--- src/inc/icd_params.svh ---
// constants for the input change detector with its serial slave port
// assumes a core clock far faster than the serial clock
`ifndef ICD_PARAMS_SVH
`define ICD_PARAMS_SVH
`define ICD_ADDR_FIXED   3'h6
`define ICD_MASK_RESET   8'hFF
`define ICD_BYTE_BITS    4'h8
`define ICD_BIT_MSB      3'h7
`define ICD_CODE_ZERO    2'h0
`define ICD_CODE_ONE     2'h1
`define ICD_CODE_TWO     2'h2
`define ICD_CODE_THREE   2'h3
`define ICD_DIR_READ     1'h1
`define ICD_LOW_GROUP    4
`endif

--- src/inc/icd_pkg.sv ---
// types of the input change detector
// assumes icd_params.svh for the numeric constants
package icd_pkg;
    typedef enum logic [2:0] {
        ICD_IDLE     = 3'b000,
        ICD_ADDR     = 3'b001,
        ICD_ADDR_ACK = 3'b010,
        ICD_TX       = 3'b011,
        ICD_TX_ACK   = 3'b100,
        ICD_RX       = 3'b101,
        ICD_RX_ACK   = 3'b110,
        ICD_WAIT     = 3'b111
    } icd_state_t;

    typedef enum logic [1:0] {
        ICD_CONN_GND = 2'b00,
        ICD_CONN_VDD = 2'b01,
        ICD_CONN_SCL = 2'b10,
        ICD_CONN_SDA = 2'b11
    } icd_conn_t;

    // pin levels as sampled: clock, data, high select, low select
    typedef struct packed {
        logic scl;
        logic sda;
        logic sel_hi;
        logic sel_lo;
    } icd_pins_t;

    // what one select pin has shown since start
    typedef struct packed {
        logic hi_seen;
        logic lo_seen;
        logic ne_scl;
        logic ne_sda;
    } icd_watch_t;

    typedef struct packed {
        icd_pins_t  pin_s1;
        icd_pins_t  pin_s2;
        icd_pins_t  pin_prev;
        logic [7:0] in_s1;
        logic [7:0] in_s2;
        icd_state_t state;
        logic [3:0] bit_cnt;
        logic [7:0] shift;
        logic       rw;
        logic       acked;
        logic       next_flags;
        logic       read_act;
        logic       sda_oe;
        icd_watch_t watch_hi;
        icd_watch_t watch_lo;
        logic       decoded;
        icd_conn_t  conn_hi;
        icd_conn_t  conn_lo;
        logic [7:0] snapshot;
        logic [7:0] flags;
        logic [7:0] flags_cap;
        logic [7:0] mask;
        logic       alert;
    } icd_state_s_t;
endpackage

--- src/rtl/icd_core.sv ---
// input change detector with serial slave port and open-drain alert
// assumes scl period of many core clocks; pins arrive asynchronous
`timescale 1ns/1ps
`include "icd_params.svh"

// Overview of operation
// - inputs compared with snapshot continuously; differences set change flags
// - acknowledge of any own access latches snapshot and clears old flags
// - change flags set regardless of the alert mask
// - flags stay set until next access, even if input returns
// - 8-bit mask selects which changes drive the alert
// - alert not reasserted during a read; waits until stop
// - at stop no alert if changed data already sent
// - slave address is seven bits plus direction, high means read
// - top three address bits fixed at one, one, zero
// - each select pin decodes four ways into two address bits
// - low pin enables pullups on inputs 3..0, high pin on 7..4
// - before first transmission select pins read as static levels
// - one-byte read returns inputs and clears flags and alert
// - second read byte carries flags captured before clearing
// - longer reads alternate data and flags, resampling every pair
// - data byte holds inputs sampled at the preceding acknowledge
// - written byte loads mask; flags and alert cleared
// - every further written byte is acknowledged and reloads mask
// - read address acknowledged and alert released in that ack bit
// - receiver holds sda low through the ninth clock high phase
// - start is sda falling with scl high, stop sda rising
// - power-up sets mask to all ones, flags clear, alert released
// - reset input aborts transaction but keeps mask and alert
module icd_core
    import icd_pkg::*;
#(
    parameter int NUM_INPUTS = 8
) (
    // clock and resets
    input  wire logic                  core_clk,
    input  wire logic                  por_n,
    input  wire logic                  resetn,
    // serial bus
    input  wire logic                  scl_i,
    input  wire logic                  sda_i,
    output logic                       sda_o,
    output logic                       sda_oe,
    // address select straps
    input  wire logic                  addr_select_high_pin,
    input  wire logic                  addr_select_low_pin,
    // monitored inputs and pullup control
    input  wire logic [NUM_INPUTS-1:0] input_pins,
    output logic      [NUM_INPUTS-1:0] pullup_en,
    // alert pin
    output logic                       alert_n_o,
    output logic                       alert_n_oe
);

    generate
        if (NUM_INPUTS != 8) begin : g_bad
            $error("icd_core serves exactly eight inputs");
        end
        if (`ICD_LOW_GROUP * 2 != NUM_INPUTS) begin : g_bad_group
            $error("icd_core pullup groups must split the inputs evenly");
        end
    endgenerate

    // ==========================================================
    // decoding helpers
    // ==========================================================
    function automatic icd_conn_t classify(input icd_watch_t w);
        if (!w.lo_seen) begin
            classify = ICD_CONN_VDD;
        end else if (!w.hi_seen) begin
            classify = ICD_CONN_GND;
        end else if (!w.ne_scl) begin
            classify = ICD_CONN_SCL;
        end else begin
            classify = ICD_CONN_SDA;
        end
    endfunction

    function automatic icd_watch_t watch(input icd_watch_t w, input logic lvl,
                                         input icd_pins_t p);
        watch.hi_seen = w.hi_seen | lvl;
        watch.lo_seen = w.lo_seen | ~lvl;
        watch.ne_scl  = w.ne_scl | (lvl ^ p.scl);
        watch.ne_sda  = w.ne_sda | (lvl ^ p.sda);
    endfunction

    function automatic icd_conn_t static_conn(input logic lvl);
        static_conn = lvl ? ICD_CONN_VDD : ICD_CONN_GND;
    endfunction

    // ==========================================================
    // state
    // ==========================================================
    icd_state_s_t q;
    icd_state_s_t d;
    icd_conn_t    conn_hi;
    icd_conn_t    conn_lo;
    logic [1:0]   code_hi;
    logic [1:0]   code_lo;
    logic [6:0]   own_addr;

    // static levels until a transmission has been seen
    always_comb begin
        conn_hi = q.decoded ? q.conn_hi : static_conn(q.pin_s2.sel_hi);
        conn_lo = q.decoded ? q.conn_lo : static_conn(q.pin_s2.sel_lo);
        case (conn_hi)
            ICD_CONN_SCL: code_hi = `ICD_CODE_ZERO;
            ICD_CONN_SDA: code_hi = `ICD_CODE_ONE;
            ICD_CONN_GND: code_hi = `ICD_CODE_TWO;
            default:      code_hi = `ICD_CODE_THREE;
        endcase
        case (conn_lo)
            ICD_CONN_GND: code_lo = `ICD_CODE_ZERO;
            ICD_CONN_VDD: code_lo = `ICD_CODE_ONE;
            ICD_CONN_SCL: code_lo = `ICD_CODE_TWO;
            default:      code_lo = `ICD_CODE_THREE;
        endcase
        own_addr = {`ICD_ADDR_FIXED, code_hi, code_lo};
    end

    // ==========================================================
    // next state
    // ==========================================================
    always_comb begin
        logic       scl_rise;
        logic       scl_fall;
        logic       start_ev;
        logic       stop_ev;
        logic       grab;
        logic [7:0] diff;
        scl_rise = q.pin_s2.scl & ~q.pin_prev.scl;
        scl_fall = ~q.pin_s2.scl & q.pin_prev.scl;
        start_ev = q.pin_s2.scl & q.pin_prev.scl & ~q.pin_s2.sda & q.pin_prev.sda;
        stop_ev  = q.pin_s2.scl & q.pin_prev.scl & q.pin_s2.sda & ~q.pin_prev.sda;
        grab     = 1'b0;
        diff     = q.in_s2 ^ q.snapshot;
        d        = q;

        // first stage feeds only the second
        d.pin_s1   = {scl_i, sda_i, addr_select_high_pin, addr_select_low_pin};
        d.pin_s2   = q.pin_s1;
        d.pin_prev = q.pin_s2;
        d.in_s1    = input_pins;
        d.in_s2    = q.in_s1;

        // select pins watched from every start, for any target
        if (q.state == ICD_ADDR) begin
            d.watch_hi = watch(q.watch_hi, q.pin_s2.sel_hi, q.pin_s2);
            d.watch_lo = watch(q.watch_lo, q.pin_s2.sel_lo, q.pin_s2);
        end

        // ======================================================
        // bit engine; pins lag the wire by the two sync stages
        // ======================================================
        case (q.state)
            ICD_IDLE: begin
                d.sda_oe = 1'b0;
            end

            ICD_ADDR: begin
                if (scl_rise) begin
                    d.shift   = {q.shift[6:0], q.pin_s2.sda};
                    d.bit_cnt = q.bit_cnt + 4'h1;
                end
                if (scl_fall && q.bit_cnt == `ICD_BYTE_BITS) begin
                    // decode refreshed on every transmission, even a foreign one
                    d.decoded = 1'b1;
                    d.conn_hi = classify(q.watch_hi);
                    d.conn_lo = classify(q.watch_lo);
                    d.bit_cnt = '0;
                    d.rw      = q.shift[0];
                    if (q.shift[7:1] == own_addr) begin
                        d.state    = ICD_ADDR_ACK;
                        d.sda_oe   = 1'b1;
                        grab       = 1'b1;
                        d.read_act = (q.shift[0] == `ICD_DIR_READ);
                    end else begin
                        d.state = ICD_WAIT;
                    end
                end
            end

            ICD_ADDR_ACK: begin
                if (scl_fall) begin
                    if (q.rw == `ICD_DIR_READ) begin
                        d.state      = ICD_TX;
                        d.shift      = q.snapshot;
                        d.sda_oe     = ~q.snapshot[`ICD_BIT_MSB];
                        d.next_flags = 1'b1;
                    end else begin
                        d.state  = ICD_RX;
                        d.sda_oe = 1'b0;
                    end
                end
            end

            ICD_TX: begin
                if (scl_rise) begin
                    d.bit_cnt = q.bit_cnt + 4'h1;
                end
                if (scl_fall) begin
                    if (q.bit_cnt == `ICD_BYTE_BITS) begin
                        // release before the ack clock so the master can answer
                        d.state   = ICD_TX_ACK;
                        d.sda_oe  = 1'b0;
                        d.bit_cnt = '0;
                    end else begin
                        d.shift  = {q.shift[6:0], 1'b0};
                        d.sda_oe = ~q.shift[6];
                    end
                end
            end

            ICD_TX_ACK: begin
                if (scl_rise) begin
                    d.acked = ~q.pin_s2.sda;
                    // data byte follows: resample at this ack
                    if (!q.pin_s2.sda && !q.next_flags) begin
                        grab = 1'b1;
                    end
                end
                if (scl_fall) begin
                    if (q.acked) begin
                        d.state      = ICD_TX;
                        d.shift      = q.next_flags ? q.flags_cap : q.snapshot;
                        d.sda_oe     = q.next_flags ? ~q.flags_cap[`ICD_BIT_MSB]
                                                    : ~q.snapshot[`ICD_BIT_MSB];
                        d.next_flags = ~q.next_flags;
                    end else begin
                        d.state = ICD_WAIT;
                    end
                end
            end

            ICD_RX: begin
                if (scl_rise) begin
                    d.shift   = {q.shift[6:0], q.pin_s2.sda};
                    d.bit_cnt = q.bit_cnt + 4'h1;
                end
                if (scl_fall && q.bit_cnt == `ICD_BYTE_BITS) begin
                    d.state   = ICD_RX_ACK;
                    d.sda_oe  = 1'b1;
                    // mask taken at the byte end, before the ack is clocked
                    d.mask    = q.shift;
                    d.bit_cnt = '0;
                end
            end

            ICD_RX_ACK: begin
                if (scl_fall) begin
                    d.state  = ICD_RX;
                    d.sda_oe = 1'b0;
                end
            end

            default: begin
                d.sda_oe = 1'b0;
            end
        endcase

        // ======================================================
        // bus conditions override the bit engine
        // ======================================================
        // repeated start restarts address phase
        if (start_ev) begin
            d.state    = ICD_ADDR;
            d.bit_cnt  = '0;
            d.sda_oe   = 1'b0;
            d.read_act = 1'b0;
            d.watch_hi = '0;
            d.watch_lo = '0;
        end
        // a change seen after the last resample alerts here
        if (stop_ev) begin
            d.state    = ICD_IDLE;
            d.sda_oe   = 1'b0;
            d.read_act = 1'b0;
        end

        // ======================================================
        // change flags
        // ======================================================
        // flags: a change in the grab cycle lands in the new snapshot
        if (grab) begin
            d.snapshot  = q.in_s2;
            d.flags_cap = q.flags | diff;
            d.flags     = '0;
        end else begin
            d.flags = q.flags | diff;
        end

        // ======================================================
        // bus reset and alert
        // ======================================================
        // bus abort only; mask, flags and alert survive
        if (!resetn) begin
            d.state    = ICD_IDLE;
            d.sda_oe   = 1'b0;
            d.bit_cnt  = '0;
            d.read_act = 1'b0;
            d.acked    = 1'b0;
        end

        d.alert = (|(d.flags & d.mask)) & ~d.read_act;
    end

    // ==========================================================
    // register update; power-up is the only full clear
    // ==========================================================
    always_ff @(posedge core_clk) begin
        if (!por_n) begin
            q          <= '0;
            q.pin_s1   <= '1;
            q.pin_s2   <= '1;
            q.pin_prev <= '1;
            q.mask     <= `ICD_MASK_RESET;
        end else begin
            q <= d;
        end
    end

    // ==========================================================
    // outputs
    // ==========================================================
    assign sda_o      = 1'b0;
    assign sda_oe     = q.sda_oe;
    assign alert_n_o  = 1'b0;
    assign alert_n_oe = q.alert;

    // ground strap disables a group, anything seen high enables it
    genvar gi;
    generate
        for (gi = 0; gi < NUM_INPUTS; gi++) begin : g_pull
            if (gi < `ICD_LOW_GROUP) begin : g_lo
                assign pullup_en[gi] = (conn_lo != ICD_CONN_GND);
            end else begin : g_hi
                assign pullup_en[gi] = (conn_hi != ICD_CONN_GND);
            end
        end
    endgenerate

endmodule

--- config.mk ---
export PLATFORM = sky130hd
export DESIGN_NAME = icd_core
export DESIGN_NICKNAME = d
export VERILOG_FILES = /design/src/inc/icd_pkg.sv /design/src/rtl/icd_core.sv
export VERILOG_INCLUDE_DIRS = /design/src /design/src/inc
export SDC_FILE = /design/constraint.sdc
export NUM_CORES = 1
export LEC_CHECK = 0
export ABC_AREA = 1
export BUFFER_PORTS_ARGS = -buffer_cell sky130_fd_sc_hd__buf_2
export CAP_MARGIN = 20
export CORE_UTILIZATION = 40
export DETAILED_ROUTE_END_ITERATION = 12
export PLACE_DENSITY = 0.61
export SYNTH_ARGS = -nofsm -noshare
export SYNTH_HDL_FRONTEND = slang
export SYNTH_SLANG_ARGS = --single-unit
export TNS_END_PERCENT = 50
--- constraint.sdc ---
create_clock -name core_clk -period 1.9 [get_ports core_clk]
set_input_delay 0.38 -clock core_clk [delete_from_list [all_inputs] [get_ports core_clk]]
set_output_delay 0.38 -clock core_clk [all_outputs]
set_load 0.05 [all_outputs]
Word level (Yosys, flattened, before mapping)
Cells that the tools add are included.
{"block": "word_totals", "register_bits": 92, "in_bits": 15, "out_inout_bits": 12, "wordCells": 196}
{"block": "op_classes", "add_sub_neg": 1, "n_eq_ne": 31, "mux": 64, "n_bitwise": 36, "reduce_logical": 27}
{"op": "two-way mux 8 bit", "n": 10}
{"op": "case mux 8 bit (4 select lines)", "n": 1}
{"op": "AND reduction 8 bit", "n": 4}
{"op": "two-way mux 1 bit", "n": 22}
{"op": "two-way mux 7 bit", "n": 3}
{"op": "two-way mux 2 bit", "n": 10}
{"op": "two-way mux 3 bit", "n": 6}
{"op": "!= test 2 bit, second input constant", "n": 9}
{"op": "!= test 3 bit, second input constant", "n": 6}
{"op": "case mux 3 bit (6 select lines)", "n": 1}
{"op": "two-way mux 15 bit", "n": 1}
{"op": "NOT 1 bit", "n": 13}
{"op": "two-way mux 12 bit", "n": 1}
{"op": "case mux 2 bit (3 select lines)", "n": 2}
{"op": "case mux 4 bit (3 select lines)", "n": 1}
{"op": "two-way mux 10 bit", "n": 1}
{"op": "equality test 3 bit, second input constant", "n": 3}
{"op": "bitwise AND 1 bit", "n": 8}
{"op": "bitwise AND 8 bit", "n": 1}
{"op": "bitwise OR 1 bit", "n": 8}
{"op": "bitwise OR 8 bit", "n": 1}
{"op": "OR reduction 8 bit", "n": 1}
{"op": "XOR 8 bit", "n": 1}
{"op": "equality test 7 bit", "n": 1}
{"op": "26 further kinds", "n": 44}

Depth between registers and ports, before layout
{"block": "depth", "word_depth": 13, "ltp_mapped": 12, "ltp_nobuf": 12}

Least setup slack after synthesis
Ideal clock, no wire load.
{"block": "synth_timing", "path_type": "register -> output", "start": "reg q[37] (netlist bit)", "end": "out pullup_en[1]", "t_arrival_ns": 1.355, "required_time_ns": 1.520, "setup_slack_ns": 0.165, "path_stages_with_launch": 5, "path_buffers": 1, "path_cell_list": "dfxtp_1 inv_2 nand2_1 nand3_1 buf_4"}
{"block": "synth_between", "elab_chain_cells": 2}
{"item": "start: declaration", "line": "icd_core.sv:94", "rtl": "icd_state_s_t q;"}
{"item": "two-way mux 2 bit", "line": "icd_core.sv:105", "rtl": "conn_lo = q.decoded ? q.conn_lo : static_conn(q.pin_s2.sel_lo);"}
{"item": "nonzero test 2 bit"}
{"item": "end: declaration", "line": "icd_core.sv:49", "rtl": "output logic [NUM_INPUTS-1:0] pullup_en,"}
Every way passes these cells.

Worst setup path in the final report
{"block": "layout_timing", "start": "reg q[59] (netlist bit)", "end": "reg q, in the netlist alert_n_oe"}
{"block": "layout_between", "elab_chain_cells": 9, "elab_cells_between_ends": 16, "cone_classes": "eq/ne (1); mux (10); bitwise (3); reduce/logical (2)"}
{"item": "equality test 4 bit (no source line) (*)"}
{"item": "logical AND 1 bit (no source line) (*)"}
{"item": "parallel branches: the longest is 6 deep, another holds two-way mux 8 bit"}
{"item": "bitwise AND 1 bit (*)", "line": "icd_core.sv:304", "rtl": "d.alert = (|(d.flags & d.mask)) & ~d.read_act;"}
Every way passes the cells marked *. The select of a mux whose other input is x is not followed.
A chain may end at the register's enable or synchronous reset.

==> impl_metrics.json <==
{
  "cts.clk_slew.worst_paths_ps": 100,
  "yosys.area.top_type_share_pct": 45.4,
  "hpwlAfterDp_um": 6840,
  "r2r_slack_ps": 9,
  "fillCellCount": 923,
  "powerDensity_nw_per_um2": 786,
  "worstReg2RegEnd": "alert_n_oe$_SDFF_PN0_",
  "crit_path_start": "q[59]$_SDFFE_PP0P_",
  "required_ps": 2160,
  "r2r_start": "q[59]$_SDFFE_PP0P_",
  "wl_um": 9890,
  "timing.fmax_ghz": 0.529,
  "synth.distinct_cells": 38,
  "cts_sinks": 90,
  "ys_ff_latch": 90,
  "pin_count": 27,
  "synthTopCellsByArea": "dfxtp_1, nand2_1, o21ai_0",
  "endpoint": "alert_n_oe$_SDFF_PN0_",
  "vias": 3551,
  "setup_slack_ps": 8.73,
  "yosysTopAreaCell": "dfxtp_1",
  "io_buffers": 24,
  "root_buffer": "clkbuf_8",
  "cts_buffers": 9,
  "rr_worst_depth": 12,
  "p_leak_nw": 2.10,
  "status": "complete, no violations",
  "ys_warn_count": 0,
  "wl_per_cell_um": 13.7,
  "hold_viol_final": 0,
  "topRoutingLayerUsed": "met4",
  "synth_cells": 536,
  "setup_viol": 0,
  "drt-met1-wl_um": 4640,
  "cts_tree": "yes",
  "die_area_um2": 10300,
  "hold_buffers": 0,
  "antenna_found_initial": 0,
  "worstSetupPathType": "reg2reg",
  "clkLatencyLatePin_ps": 370,
  "slew_headroom_pct": 62.3,
  "grt_start_max_net_pins": 46,
  "critPathLaunchType": "register",
  "wl_met2_um": 4650,
  "gr-total-overflow": 0,
  "pre_cts_ws_ps": -82.1,
  "crit_fanout": 6,
  "drc": 0,
  "finalCritPeriodShare_pct": 99.5,
  "fin_util_pct": 50.6,
  "die_h_um": 102,
  "worstPathArrival_ps": 2150,
  "slew_violations": 0,
  "initial_core_util_pct": 42.2,
  "fp-row-count": 35,
  "die_w_um": 102,
  "multi_input_area_um2": 1840,
  "cts_buffer_depth": 2,
  "rsz0062_at_grt": "true",
  "gp_congestion": 0.858,
  "hp-class": "in2reg",
  "finClkSkew_ps": 13.0,
  "drive_above_1_share_pct": 22.8,
  "avgSynthCellArea_um2": 7.40,
  "area_delta_synth_final_pct": 20.1,
  "grt_pass1_wl_um": 15600,
  "htreeDepth": 3,
  "vias_per_cell": 4.93,
  "n_antenna_cell": 0,
  "nNetsFinal": 604,
  "crit_path_end_kind": "register",
  "synth.yosys.seq_area_share_pct": 45.4,
  "peakVddDrop_mv": 0.466,
  "drt-initial-drc-count": 196,
  "drv_cap": 0,
  "drt_first_pass_iters": 4,
  "worstMarginPinSlew_ps": 562,
  "grt_usage_pct": 19.6,
  "fin_crit_ps": 1890,
  "antenna_left": 0,
  "total_power_w": 0.00375,
  "grt_pass1_vias": 3194,
  "netlist_area_um2": 3970,
  "regArea_um2": 1810,
  "core-area_um2": 9420,
  "dr_wl_met3_um": 374
}
[layout by cell type (no fill, tap or decap), drive strengths merged, types with 10 or more instances in the layout]
| cell type | count |
|---|---|
| buf | 53 |
| nand3 | 20 |
| nor2 | 65 |
| or2 | 14 |
| dfxtp | 90 |
| a21oi | 40 |
| nor3 | 10 |
| nand4 | 11 |
| o21ai | 61 |
| inv | 76 |
| nand2 | 107 |
| clkbuf | 15 |
[cells in the mapped netlist (all sizes together)]
master	number
o21ai	61
o211ai	3
a221oi	1
nor3b	1
dfxtp	90
inv	71
nand4	11
o22ai	1
a21boi	1
conb	1
a211oi	6
nor2	65
clkinv	2
nand2	107
nand3	19
a31oi	4
ha	3
nor3	10
a21oi	40
xor2	1
o21a	1
or2	14
a2bb2oi	1
buf	17
clkbuf	5
[power by group]
| part | internal [W] | switching [W] |
|---|---|---|
| clock network | 0.000648 | 0.000777 |
| registers | 0.00194 | 0.0000313 |
| logic | 0.000121 | 0.000229 |
| total | 0.00271 | 0.00104 |
[metrics by stage]
stage / TNS [ps] / hold slack (ps) / std cells / instance area (µm²)
2_1_floorplan: 0 / 390 / 537 / 3970
3_3_place_gp: -92.7 / 393 / 694 / 4320
3_5_place_dp: -82.1 / 399 / 694 / 4320
4_1_cts: 0 / 169 / 710 / 4540
5_1_grt: -156 / 179 / 720 / 4770
6_report: 0 / 181 / 720 / 4770
[worst min-delay path by stage]
stage	end	slack, ps	startpoint	cells after the start
2_1_floorplan	q[66]$_SDFF_PN0_	390	d[66]$_SDFF_PN0_	2
3_3_place_gp	q[70]$_SDFF_PN0_	390	d[70]$_SDFF_PN0_	2
5_1_grt	d[69]$_SDFF_PN0_	180	input_pins[3]	3
4_1_cts	d[69]$_SDFF_PN0_	170	input_pins[3]	3
6_report	d[69]$_SDFF_PN0_	180	input_pins[3]	3
3_5_place_dp	d[82]$_SDFF_PN1_	400	d[86]$_SDFF_PN1_	1
[critical path, cell delays in order (launching register included)]
cell	delay, ps
dfxtp_4	370
inv_4	60
ha_4	130
nand2_2	50
nor2_2	120
nand2_2	110
nor2_4	210
nand3_4	180
buf_6	170
nand4_1	60
nand2_1	100
nor2_1	140
a21oi_1	80
[cell type report]
cell class,instances,area share (%)
clock buffers,9,2.60
clock inverters,7,1.89
inverters,73,5.85
multi-input cells,353,38.6
flip-flops and latches,90,38.0
well taps,129,3.38
repair buffers,59,9.73
[layer usage]
layer / vias up / track usage, %
li1: 1824 / -
met1: 1636 / 26.4
met2: 72 / 31.2
met3: 19 / 3.17
met4: 0 / 8.03
met5: - / 0
[logic make-up (layout without fill, tap and decap cells)]
family	Yosys count	count (layout)	share of synthesized area, %
flops	90	90	45.4
simple gates	227	228	26.4
xor+xnor	1	1	0.221
buf+inv	95	148	10.8
other cells	1	2	0.0945
compound gates	119	119	16.2
fa+ha+maj	3	3	0.946
[registers in the layout (all words and copies together) (netlist names)]
| name | count |
|---|---|
| alert_n_oe | 1 |
| d | 16 |
| q | 72 |
| sda_oe | 1 |
[timing repair]
item                                    in CTS  in global routing
endpoints found under the setup margin       1                 42
setup buffers                                0                  7
gates cloned                                 0                  3
gates resized for setup                      5                 51
pin swaps                                    0                 16
No activity file was read; power rests on OpenSTA's default activity.
